===== src/inc/utxi_defines.svh =====
// constants for the uart transmit and interrupt block
// assumes an 8-bit register port with a 3-bit word address
`ifndef UTXI_DEFINES_SVH
`define UTXI_DEFINES_SVH
`define UTXI_A_MODE   3'h0
`define UTXI_A_TXH    3'h1
`define UTXI_A_TXS    3'h2
`define UTXI_A_RXH    3'h3
`define UTXI_A_RXE    3'h4
`define UTXI_HOLD_RST 8'hFF
`define UTXI_MODE_RST 8'h00
`define UTXI_ZERO8    8'h00
`define UTXI_STAT_PAD 6'h00
`define UTXI_ERR_PAD  5'h00
`define UTXI_LAST7    3'h6
`define UTXI_LAST8    3'h7
`define UTXI_PAR_NONE 2'h0
`define UTXI_PAR_ZERO 2'h1
`define UTXI_PAR_ODD  2'h2
`define UTXI_PAR_EVEN 2'h3
`endif


===== src/inc/utxi_pkg.sv =====
// types for the uart transmit and interrupt block
// assumes the defines header is compiled alongside
package utxi_pkg;
  // serial_mode_register layout, bit 7 down to bit 0
  typedef struct packed {
    logic       unit_enable_bit;
    logic       tx_enable_bit;
    logic       rx_enable_bit;
    logic       error_irq_merge_bit;
    logic [1:0] parity;
    logic       char8;
    logic       stop2;
  } utxi_mode_s;
  // rx_error_status_register, low three bits
  typedef struct packed {
    logic overrun;
    logic framing;
    logic parity;
  } utxi_err_s;
  typedef enum logic [2:0] {
    TX_IDLE, TX_LOAD, TX_START, TX_DATA, TX_PAR, TX_STOP
  } utxi_tx_e;
  typedef enum logic [1:0] {
    RX_IDLE, RX_DATA, RX_PAR, RX_STOP
  } utxi_rx_e;
endpackage : utxi_pkg


===== src/hdl/utxi_top.sv =====
// uart transmit path with interrupt requests for the whole unit
// assumes a baud tick from an outside generator on the same clock
`timescale 1ns/100ps
`default_nettype none
`include "utxi_defines.svh"

// What this block does
// - three requests: rx error, rx done, tx done, ranked in that order
// - rx error request is OR of errors; merge bit reroutes to rx done
// - no rx requests while reception is disabled
// - rx done raised when a frame moves into rx holding buffer
// - tx done raised per frame of 7 or 8 bit character
// - full duplex; frame of start, data, parity, stop per mode register
// - character bits go least significant first
// - line goes high idle once unit enable is set
// - tx enable selects state; holding buffer write starts sending
// - start sends holding buffer via shift register, framing bits added
// - tx done fires as the final stop bit begins
// - with no new character the line stays idle after a frame
// - no tx done when shift register empties through reset
// - holding buffer free again once shifting begins
// - buffer full flag: 0 writable, 1 not writable
// - flag pair steps 10, 11, 01 in continuous sending
// - shift active flag: 1 while sending, 0 when done
// - holding buffer writes ignored while tx disabled
// - holding buffer is 8 bits, resets to FFH
// - clearing unit or tx enable forces shift active to 0
module utxi_top
  import utxi_pkg::*;
(
  // clock and reset
  input  wire logic       i_clk_sys,
  input  wire logic       i_nrst,
  // register port
  input  wire logic [2:0] i_addr,
  input  wire logic [7:0] i_wdata,
  input  wire logic       i_wr,
  input  wire logic       i_rd,
  output logic      [7:0] o_rdata,
  // bit timing
  input  wire logic       i_baud_tick,
  // serial line
  input  wire logic       i_serial_in_pin,
  output logic            o_serial_out_pin,
  // interrupt requests
  output logic            o_rx_error_irq,
  output logic            o_rx_done_irq,
  output logic            o_tx_done_irq
);

  function automatic logic par_bit(input logic [7:0] d,
                                   input logic [1:0] p,
                                   input logic       c8);
    logic [7:0] m;
    m = c8 ? d : {1'b0, d[6:0]};
    unique case (p)
      `UTXI_PAR_EVEN: par_bit = ^m;
      `UTXI_PAR_ODD:  par_bit = ~^m;
      default:        par_bit = 1'b0;
    endcase
  endfunction : par_bit

  // register and transmit state
  utxi_mode_s mode,      next_mode;
  utxi_tx_e   tx_st,     next_tx_st;
  logic [7:0] tx_hold,   next_tx_hold;
  logic [7:0] tx_sh,     next_tx_sh;
  logic [2:0] tx_cnt,    next_tx_cnt;
  logic       tx_full,   next_tx_full;
  logic       tx_act,    next_tx_act;
  logic       tx_pbit,   next_tx_pbit;
  logic       tx_s2,     next_tx_s2;
  logic       sout,      next_sout;
  logic       irq_tx,    next_irq_tx;
  logic [7:0] rdata,     next_rdata;
  // receive state
  utxi_rx_e   rx_st,     next_rx_st;
  logic [7:0] rx_sh,     next_rx_sh;
  logic [2:0] rx_cnt,    next_rx_cnt;
  logic       rx_pbad,   next_rx_pbad;
  logic [7:0] rx_hold,   next_rx_hold;
  logic       rx_full,   next_rx_full;
  utxi_err_s  rx_err,    next_rx_err;
  logic       irq_err,   next_irq_err;
  logic       irq_done,  next_irq_done;
  logic       rx_meta;
  logic       rx_line;

  logic       tx_on;
  logic       rx_on;
  logic       wr_txh;
  logic [7:0] rx_data;
  logic [2:0] last;

  assign tx_on   = mode.unit_enable_bit & mode.tx_enable_bit;
  assign rx_on   = mode.unit_enable_bit & mode.rx_enable_bit;
  assign wr_txh  = i_wr && (i_addr == `UTXI_A_TXH);
  assign last    = mode.char8 ? `UTXI_LAST8 : `UTXI_LAST7;
  // a 7-bit character sits in the top of the shifter
  assign rx_data = mode.char8 ? rx_sh : {1'b0, rx_sh[7:1]};

  always_comb begin
    next_mode    = mode;
    next_tx_st   = tx_st;
    next_tx_hold = tx_hold;
    next_tx_sh   = tx_sh;
    next_tx_cnt  = tx_cnt;
    next_tx_full = tx_full;
    next_tx_act  = tx_act;
    next_tx_pbit = tx_pbit;
    next_tx_s2   = tx_s2;
    next_sout    = sout;
    next_irq_tx  = 1'b0;
    next_rdata   = `UTXI_ZERO8;
    if (i_wr && (i_addr == `UTXI_A_MODE)) begin
      next_mode = utxi_mode_s'(i_wdata);
    end
    if (i_rd) begin
      unique case (i_addr)
        `UTXI_A_MODE: next_rdata = mode;
        `UTXI_A_TXH:  next_rdata = tx_hold;
        `UTXI_A_TXS:  next_rdata = {`UTXI_STAT_PAD, tx_full, tx_act};
        `UTXI_A_RXH:  next_rdata = rx_hold;
        `UTXI_A_RXE:  next_rdata = {`UTXI_ERR_PAD, rx_err};
        default:      next_rdata = `UTXI_ZERO8;
      endcase
    end
    if (!tx_on) begin
      next_tx_st   = TX_IDLE;
      next_tx_full = 1'b0;
      next_tx_act  = 1'b0;
      next_sout    = 1'b1;
    end else begin
      unique case (tx_st)
        TX_IDLE: begin
          // active rises while full still set
          if (tx_full) begin
            next_tx_act = 1'b1;
            next_tx_st  = TX_LOAD;
          end
        end
        TX_LOAD: begin
          next_tx_sh   = tx_hold;
          next_tx_full = 1'b0;
          next_tx_pbit = par_bit(tx_hold, mode.parity, mode.char8);
          next_tx_cnt  = 3'h0;
          next_tx_s2   = 1'b0;
          next_tx_st   = TX_START;
        end
        TX_START: begin
          if (i_baud_tick) begin
            next_sout  = 1'b0;
            next_tx_st = TX_DATA;
          end
        end
        TX_DATA: begin
          // lsb first; one bit per tick
          if (i_baud_tick) begin
            next_sout   = tx_sh[0];
            next_tx_sh  = {1'b1, tx_sh[7:1]};
            next_tx_cnt = tx_cnt + 3'h1;
            if (tx_cnt == last) begin
              next_tx_st = (mode.parity == `UTXI_PAR_NONE) ?
                           TX_STOP : TX_PAR;
            end
          end
        end
        TX_PAR: begin
          if (i_baud_tick) begin
            next_sout  = tx_pbit;
            next_tx_st = TX_STOP;
          end
        end
        TX_STOP: begin
          if (i_baud_tick) begin
            next_sout = 1'b1;
            if (mode.stop2 && !tx_s2) begin
              next_tx_s2 = 1'b1;
            end else begin
              // done with the final stop bit
              next_irq_tx = 1'b1;
              next_tx_act = tx_full;
              next_tx_st  = TX_IDLE;
            end
          end
        end
        default: next_tx_st = TX_IDLE;
      endcase
      // write starts sending only while on
      if (wr_txh) begin
        next_tx_hold = i_wdata;
        next_tx_full = 1'b1;
      end
    end
  end

  always_ff @(posedge i_clk_sys) begin
    if (!i_nrst) begin
      mode     <= utxi_mode_s'(`UTXI_MODE_RST);
      tx_st    <= TX_IDLE;
      tx_hold  <= `UTXI_HOLD_RST;
      tx_sh    <= `UTXI_HOLD_RST;
      tx_cnt   <= 3'h0;
      tx_full  <= 1'b0;
      tx_act   <= 1'b0;
      tx_pbit  <= 1'b0;
      tx_s2    <= 1'b0;
      sout     <= 1'b1;
      irq_tx   <= 1'b0;
      rdata    <= `UTXI_ZERO8;
    end else begin
      mode     <= next_mode;
      tx_st    <= next_tx_st;
      tx_hold  <= next_tx_hold;
      tx_sh    <= next_tx_sh;
      tx_cnt   <= next_tx_cnt;
      tx_full  <= next_tx_full;
      tx_act   <= next_tx_act;
      tx_pbit  <= next_tx_pbit;
      tx_s2    <= next_tx_s2;
      sout     <= next_sout;
      irq_tx   <= next_irq_tx;
      rdata    <= next_rdata;
    end
  end

  // receiver samples once per tick, no mid-bit search: coarse by design
  always_comb begin
    next_rx_st    = rx_st;
    next_rx_sh    = rx_sh;
    next_rx_cnt   = rx_cnt;
    next_rx_pbad  = rx_pbad;
    next_rx_hold  = rx_hold;
    next_rx_full  = rx_full;
    next_rx_err   = rx_err;
    next_irq_err  = 1'b0;
    next_irq_done = 1'b0;
    if (i_rd && (i_addr == `UTXI_A_RXH)) begin
      next_rx_full = 1'b0;
    end
    if (i_rd && (i_addr == `UTXI_A_RXE)) begin
      next_rx_err = '0;
    end
    if (!mode.unit_enable_bit) begin
      next_rx_hold = `UTXI_HOLD_RST;
    end
    if (!rx_on) begin
      next_rx_st = RX_IDLE;
    end else if (i_baud_tick) begin
      unique case (rx_st)
        RX_IDLE: begin
          if (!rx_line) begin
            next_rx_cnt  = 3'h0;
            next_rx_pbad = 1'b0;
            next_rx_st   = RX_DATA;
          end
        end
        RX_DATA: begin
          next_rx_sh  = {rx_line, rx_sh[7:1]};
          next_rx_cnt = rx_cnt + 3'h1;
          if (rx_cnt == last) begin
            next_rx_st = (mode.parity == `UTXI_PAR_NONE) ?
                         RX_STOP : RX_PAR;
          end
        end
        RX_PAR: begin
          next_rx_pbad = rx_line !=
                         par_bit(rx_data, mode.parity, mode.char8);
          next_rx_st   = RX_STOP;
        end
        RX_STOP: begin
          // hardware set wins over a same-cycle read clear
          next_rx_err.overrun = next_rx_err.overrun | rx_full;
          next_rx_err.framing = next_rx_err.framing | !rx_line;
          next_rx_err.parity  = next_rx_err.parity | rx_pbad;
          if (!rx_full) begin
            next_rx_hold = rx_data;
            next_rx_full = 1'b1;
          end
          if ((rx_full | !rx_line | rx_pbad) &&
              !mode.error_irq_merge_bit) begin
            next_irq_err = 1'b1;
          end else begin
            next_irq_done = 1'b1;
          end
          next_rx_st = RX_IDLE;
        end
        default: next_rx_st = RX_IDLE;
      endcase
    end
  end

  always_ff @(posedge i_clk_sys) begin
    if (!i_nrst) begin
      rx_meta  <= 1'b1;
      rx_line  <= 1'b1;
      rx_st    <= RX_IDLE;
      rx_sh    <= `UTXI_HOLD_RST;
      rx_cnt   <= 3'h0;
      rx_pbad  <= 1'b0;
      rx_hold  <= `UTXI_HOLD_RST;
      rx_full  <= 1'b0;
      rx_err   <= '0;
      irq_err  <= 1'b0;
      irq_done <= 1'b0;
    end else begin
      rx_meta  <= i_serial_in_pin;
      rx_line  <= rx_meta;
      rx_st    <= next_rx_st;
      rx_sh    <= next_rx_sh;
      rx_cnt   <= next_rx_cnt;
      rx_pbad  <= next_rx_pbad;
      rx_hold  <= next_rx_hold;
      rx_full  <= next_rx_full;
      rx_err   <= next_rx_err;
      irq_err  <= next_irq_err;
      irq_done <= next_irq_done;
    end
  end

  // separate lines, ranked error, done, tx by the controller
  assign o_rx_error_irq   = irq_err;
  assign o_rx_done_irq    = irq_done;
  assign o_tx_done_irq    = irq_tx;
  assign o_serial_out_pin = sout;
  assign o_rdata          = rdata;

  line_idle_a: assert property (@(posedge i_clk_sys) disable iff (!i_nrst)
    (tx_st == TX_IDLE) |-> o_serial_out_pin) else $error("line not idle");
  flags_clear_a: assert property (@(posedge i_clk_sys) disable iff (!i_nrst)
    !tx_on |=> (!tx_act && !tx_full)) else $error("flags kept");
  tx_quiet_a: assert property (@(posedge i_clk_sys) disable iff (!i_nrst)
    !tx_on |=> !o_tx_done_irq) else $error("tx done while off");
  wr_ignore_a: assert property (@(posedge i_clk_sys) disable iff (!i_nrst)
    (!tx_on && wr_txh) |=> !tx_full) else $error("write taken");
  wr_take_a: assert property (@(posedge i_clk_sys) disable iff (!i_nrst)
    (tx_on && wr_txh) |=> (tx_full && tx_hold == $past(i_wdata)))
    else $error("write lost");
  pair_seq_a: assert property (@(posedge i_clk_sys) disable iff (!i_nrst)
    (tx_on && tx_st == TX_IDLE && tx_full && !tx_act)
    |=> (tx_act && tx_full) ##1 (tx_act || !tx_on))
    else $error("pair sequence");
  start_low_a: assert property (@(posedge i_clk_sys) disable iff (!i_nrst)
    (tx_on && tx_st == TX_START && i_baud_tick) |=> !o_serial_out_pin)
    else $error("no start bit");
  stop_done_a: assert property (@(posedge i_clk_sys) disable iff (!i_nrst)
    o_tx_done_irq |-> (o_serial_out_pin && $past(tx_st) == TX_STOP))
    else $error("done off stop");
  rx_quiet_a: assert property (@(posedge i_clk_sys) disable iff (!i_nrst)
    !rx_on |=> (!o_rx_done_irq && !o_rx_error_irq))
    else $error("rx irq while off");
  stat_read_a: assert property (@(posedge i_clk_sys) disable iff (!i_nrst)
    (i_rd && i_addr == `UTXI_A_TXS)
    |=> o_rdata == {`UTXI_STAT_PAD, $past(tx_full), $past(tx_act)})
    else $error("status read");

endmodule : utxi_top
`default_nettype wire


===== config.mk =====
export PLATFORM = sky130hd
export DESIGN_NAME = utxi_top
export DESIGN_NICKNAME = d
export VERILOG_FILES = /design/src/inc/utxi_pkg.sv /design/src/hdl/utxi_top.sv
export VERILOG_INCLUDE_DIRS = /design/src /design/src/inc
export SDC_FILE = /design/constraint.sdc
export NUM_CORES = 1
export LEC_CHECK = 0
export ABC_AREA = 1
export BUFFER_PORTS_ARGS = -buffer_cell sky130_fd_sc_hd__clkbuf_2
export CORE_MARGIN = 2
export CORE_UTILIZATION = 45
export CTS_CLUSTER_DIAMETER = 50
export DETAILED_ROUTE_END_ITERATION = 7
export SYNTH_ARGS = -nofsm -noshare
export SYNTH_HDL_FRONTEND = slang
export SYNTH_SLANG_ARGS = --single-unit

===== constraint.sdc =====
create_clock -name i_clk_sys -period 2.2 [get_ports i_clk_sys]
set_input_delay 0.22 -clock i_clk_sys [delete_from_list [all_inputs] [get_ports i_clk_sys]]
set_output_delay 0.22 -clock i_clk_sys [all_outputs]
set_load 0.02 [all_outputs]

# After elaboration in Yosys (flattened, before gate mapping)
# Index checks and enable logic that the tools add are counted.
# W data, S select, Z words.
# classes
n_addsub	2
eq_ne	27
n_mux	62
bitwise	7
reduce_logical	40
# op_table
cell	count
$mux W8	9
$pmux W8 S5	1
$mux W3	13
$mux W1	26
$reduce_and A4 Y1	6
$ne A2 B2 Y1 const B	10
$pmux W3 S6	1
$pmux W8 S2	1
$reduce_xnor A8 Y1	2
$reduce_xor A8 Y1	2
$eq A3 B2 Y1 const B	4
$pmux W3 S2	2
$reduce_bool A2 Y1	6
$pmux W1 S2	5
$reduce_and A2 Y1	5
$eq A3 B3 Y1 const B	3
$reduce_and A3 Y1	3
$eq A2 B2 Y1 const B	4
$pmux W2 S4	1
$reduce_and A7 Y1	1
$add A3 B1 Y3 const B	2
$eq A3 B1 Y1 const B	2
$eq A3 B3 Y1	2
$logic_and A1 B1 Y1	6
11 further kinds	21
# totals
reg_bits	74
in_bits	17
out_inout_bits	12

# Depth between registers and ports, before layout
# logic_depth
word_depth	9
mapped_depth	15
ltp_nobuf	14

# Worst setup path before layout
# OpenSTA, ideal clock, no wires.
# synth_timing
kind	register to register
startpoint	register rx_st[1]
endpoint	register rx_sh[6]
setup_time_ns	0.069
arrival_time_ns	1.435
required_ns	2.131
path_slack_ns	0.695
path_stages_with_launch	8
cell_sequence	dfxtp_1 > inv_1 > ha_1 > inv_1 > nor3_2 > clkbuf_1 > a21oi_1 > o21ai_1
# synth_via
elab_chain_cells	2
# synth_lines
element	line	source
from (decl)	utxi_top.sv:77	utxi_rx_e rx_st, next_rx_st;
from (signal assigned)	utxi_top.sv:309	rx_st <= next_rx_st;
$eq A2 B1 Y1	utxi_top.sv:250	unique case (rx_st)
$reduce_and A3 Y1 (no line)	--	
to (signal assigned)	utxi_top.sv:298	rx_sh <= `UTXI_HOLD_RST;
to (signal assigned)	utxi_top.sv:310	rx_sh <= next_rx_sh;
to (decl)	utxi_top.sv:78	logic [7:0] rx_sh, next_rx_sh;
# No other way between the ends.
# A chain may end at the register's enable or synchronous reset.

# Worst setup path in the final report
# layout_timing
startpoint	register tx_st[2]
endpoint	register tx_st[1]
# layout_via
elab_chain_cells	3
# layout_lines
element	line	source
from (decl)	utxi_top.sv:65	utxi_tx_e tx_st, next_tx_st;
from (signal assigned)	utxi_top.sv:213	tx_st <= next_tx_st;
$eq A3 B3 Y1, or another cell as far along	utxi_top.sv:134	unique case (tx_st)
$ne A2 B2 Y1 (no line)	--	
$reduce_and A7 Y1 (no line)	--	
# Several ways; a longest one is shown, not always the timed one.

==> out/qor.tcl <==
set qor(grt_first_pass_wirelength_um) 14400
set qor(grt_max_degree) 37
set qor(synth_seq_cells) 74
set qor(n_antenna_cell) 0
set qor(fmax_mhz) 573
set qor(cts_resized) 0
set qor(core_sq_um) 7650
set qor(maxSlewHeadroom_pct) 63.6
set qor(pre_cts_ws_ns) 0.490
set qor(worstSetupPathType) {reg2reg}
set qor(num-fill-cells) 752
set qor(finalMaxSlewViolations) 0
set qor(detail_route.wl_per_cell_um) 13.9
set qor(critPathMaxFanout) 7
set qor(power_frac_seq_pct) 49.0
set qor(final_common_cell) {sky130_fd_sc_hd__nand2_1}
set qor(clock_power_share_pct) 46.2
set qor(clkSlewWorstSetupHoldPaths_ns) 0.08
set qor(syn-cell-area_sq_um) 3520
set qor(port_buffers) 28
set qor(seq_area_frac_synth_pct) 42.1
set qor(cts.root.buffer_cell) {sky130_fd_sc_hd__clkbuf_8}
set qor(average_vias_per_placed_instance) 5.28
set qor(period_minus_slack_ns) 1.74
set qor(critPathLaunchType) {flip-flop}
set qor(synth_cell_types) 36
set qor(power.ir.vdd_worst_v) 0.000343
set qor(regArea_sq_um) 1480
set qor(grt_usage_pct) 21.3
set qor(nets) 542
set qor(rsz0062_at_grt) {false}
set qor(power_per_cell_area_nw_per_um2) 691
set qor(antenna_left) 0
set qor(dr.first_iter.drc_count) 173
set qor(static-leakage-power_nw) 1.80
set qor(core.rowCount) 32
set qor(cp.arrival_ns) 1.98
set qor(async_reset_ff_share_pct) 0
set qor(cts_htree_levels) 3
set qor(cts.sink_count) 74
set qor(final_wtd_congestion) 0.915
set qor(synth-edff-count) 0
set qor(combinationalPowerShare_pct) 4.9
set qor(path_type_of_the_worst_min_delay_path) {in2reg}
set qor(worstSetupEndpointType) {flip-flop}
set qor(post_cts_hold_buffer_count) 0
set qor(cts_tree) {yes}
set qor(clkLatencyLatePin_ns) 0.35
set qor(totalWireLength_um) 8680
set qor(drc_markers) 0
set qor(die_outline_area_sq_um) 8540
set qor(worst-slew-pin-transition_ns) 0.543
set qor(final_cell_mix) {118 x sky130_fd_sc_hd__nand2_1, 74 x sky130_fd_sc_hd__dfxtp_1, 67 x sky130_fd_sc_hd__inv_1}
set qor(area_growth_syn_to_layout_pct) 14.0
set qor(drt_pass1_iterations) 8
set qor(power_switching_w) 0.000602
set qor(antenna_found_initial) 0
set qor(route.vias.total) 3289
set qor(drive_above_1_share_pct) 11.7
set qor(layout_worst_path_cycle_share_pct) 79.3
set qor(outcome) {completed}
set qor(power_report.internal_total_w) 0.00217
set qor(avgSynthCellArea_sq_um) 7.25
set qor(postCtsSetupRepairBufs) 0
set qor(synthDominantCellAreaShare_pct) 42.1
set qor(required_ns) 2.44
set qor(tritoncts.num_buffers) 9
set qor(io-pin-count) 29
set qor(initial_core_util_pct) 46.0
set qor(synth.yosys.warnings) 0
set qor(power.switching_fraction_pct) 21.7
set qor(yosys_most_used_dff) {sky130_fd_sc_hd__dfxtp_1}
set qor(report.final.hold_viol_count) 0
set qor(synthesis.nets) 510
set qor(max_cap_violations) 0
set qor(synth_area_leader_cell) {sky130_fd_sc_hd__dfxtp_1}
set qor(fp.dieH_um) 92.4
set qor(setup_viol) 0
set qor(finalSetupTns_ns) 0
set qor(final.setup.worst_slack_ns) 0.456
set qor(cts.path.max_buffers) 2
set qor(grt-ovfl-total) 0
set qor(footprint_of_the_multi_input_gates_sq_um) 1700
set qor(netlist_top_cells_area) {sky130_fd_sc_hd__dfxtp_1 42%, sky130_fd_sc_hd__nand2_1 13%, sky130_fd_sc_hd__inv_1 7.1%}
set qor(syn-instance-count) 485
set qor(via_count_of_the_first_global_routing_pass) 3005
set qor(dieWidth_um) 92.4
set qor(hpwl_um) 6470
set qor(worst_clock_skew_ns) 0.00885
synth_stat cells, drive strengths merged (2+ instances only):
master / n
a211oi: 2
o22ai: 4
xnor2: 2
clkbuf: 8
o221ai: 2
o211ai: 24
ha: 8
o31ai: 3
nor2: 26
inv: 69
dfxtp: 74
or2: 3
buf: 7
xor2: 5
a22oi: 4
a21oi: 39
o21ai: 46
nor3: 6
nand2: 118
nand3: 23
o32ai: 2
a221oi: 2
area by class of cell:
class / instances / area share [%]
Clock buffer: 10 / 3.43
Clock inverter: 5 / 2.56
Inverter: 69 / 6.46
Multi-Input combinational cell: 327 / 42.4
Sequential cell: 74 / 36.9
Tap cell: 102 / 3.18
Timing Repair Buffer: 36 / 4.99
power groups by stage:
stage                     logic [W]  clock network, W  registers [W]
final                      0.000135           0.00128        0.00136
after CTS                  0.000135           0.00131        0.00136
after global routing       0.000151           0.00137        0.00136
after global placement     0.000134                 0        0.00139
after detailed placement   0.000135                 0        0.00139
after floorplan           0.0000787                 0        0.00139
cells by family after synthesis:
kind of cell               after synthesis  share of synthesized area, %
xor gates and xnor gates                 7                          1.74
buffers and inverters                   84                          9.53
and+or+nand+nor                        178                          21.0
DFF                                     74                          42.1
adders and majority gates                8                          2.85
AOI/OAI and AO/OA                      134                          22.8
metrics by stage:
step	hold WS, ns	util [%]	std cells	power (W)	area (sq um)
2_1_floorplan	0.327	-	485	0.00147	3520
3_3_place_gp	0.400	49.3	608	0.00152	3770
3_5_place_dp	0.411	49.3	608	0.00152	3770
4_1_cts	0.0401	52.4	623	0.00280	4010
5_1_grt	0.0382	52.4	623	0.00288	4010
6_report	0.0523	52.4	623	0.00277	4010
metal layers:
layer | global-route usage [%] | part of all wire (%) | up-vias
met1 | 28.7 | 48 | 1510
met4 | 6.84 | 1.7 | 0
met2 | 34.7 | 46 | 83
met3 | 3.91 | 4.4 | 14
li1 | - | - | 1682
met5 | 0 | 0 | -
worst max-delay path, cell delays in order, from the launching register on:
cell                      delay (ns)
sky130_fd_sc_hd__dfxtp_1        0.44
sky130_fd_sc_hd__inv_1          0.10
sky130_fd_sc_hd__nand3_1        0.21
sky130_fd_sc_hd__nand2_1        0.10
sky130_fd_sc_hd__o21ai_0        0.23
sky130_fd_sc_hd__nand3_1        0.23
sky130_fd_sc_hd__o31ai_1        0.26
sky130_fd_sc_hd__a21oi_1        0.06
final timing paths:
path	from	end	slack [ns]	cells past startpoint
max	tx_st[2]$_SDFFE_PN0P_	tx_st[1]$_SDFFE_PN0P_	0.46	7
max reg2reg	tx_st[2]$_SDFFE_PN0P_	tx_st[1]$_SDFFE_PN0P_	0.46	7
min	i_serial_in_pin	rx_meta$_SDFF_PN1_	0.05	2
min reg2reg	rx_meta$_SDFF_PN1_	rx_line$_SDFF_PN1_	0.42	1
sequential cells by signal, summed over array words and instances (netlist names), 2 cells and up:
| signal | cells |
|---|---|
| rx_sh | 8 |
| tx_sh | 8 |
| tx_cnt | 3 |
| rx_st | 2 |
| rx_cnt | 3 |
| rx_hold | 8 |
| o_rdata | 8 |
| tx_st | 3 |
| mode | 8 |
| tx_hold | 8 |
| rx_err | 3 |
Note: power is estimated with default switching activity, not from simulation.
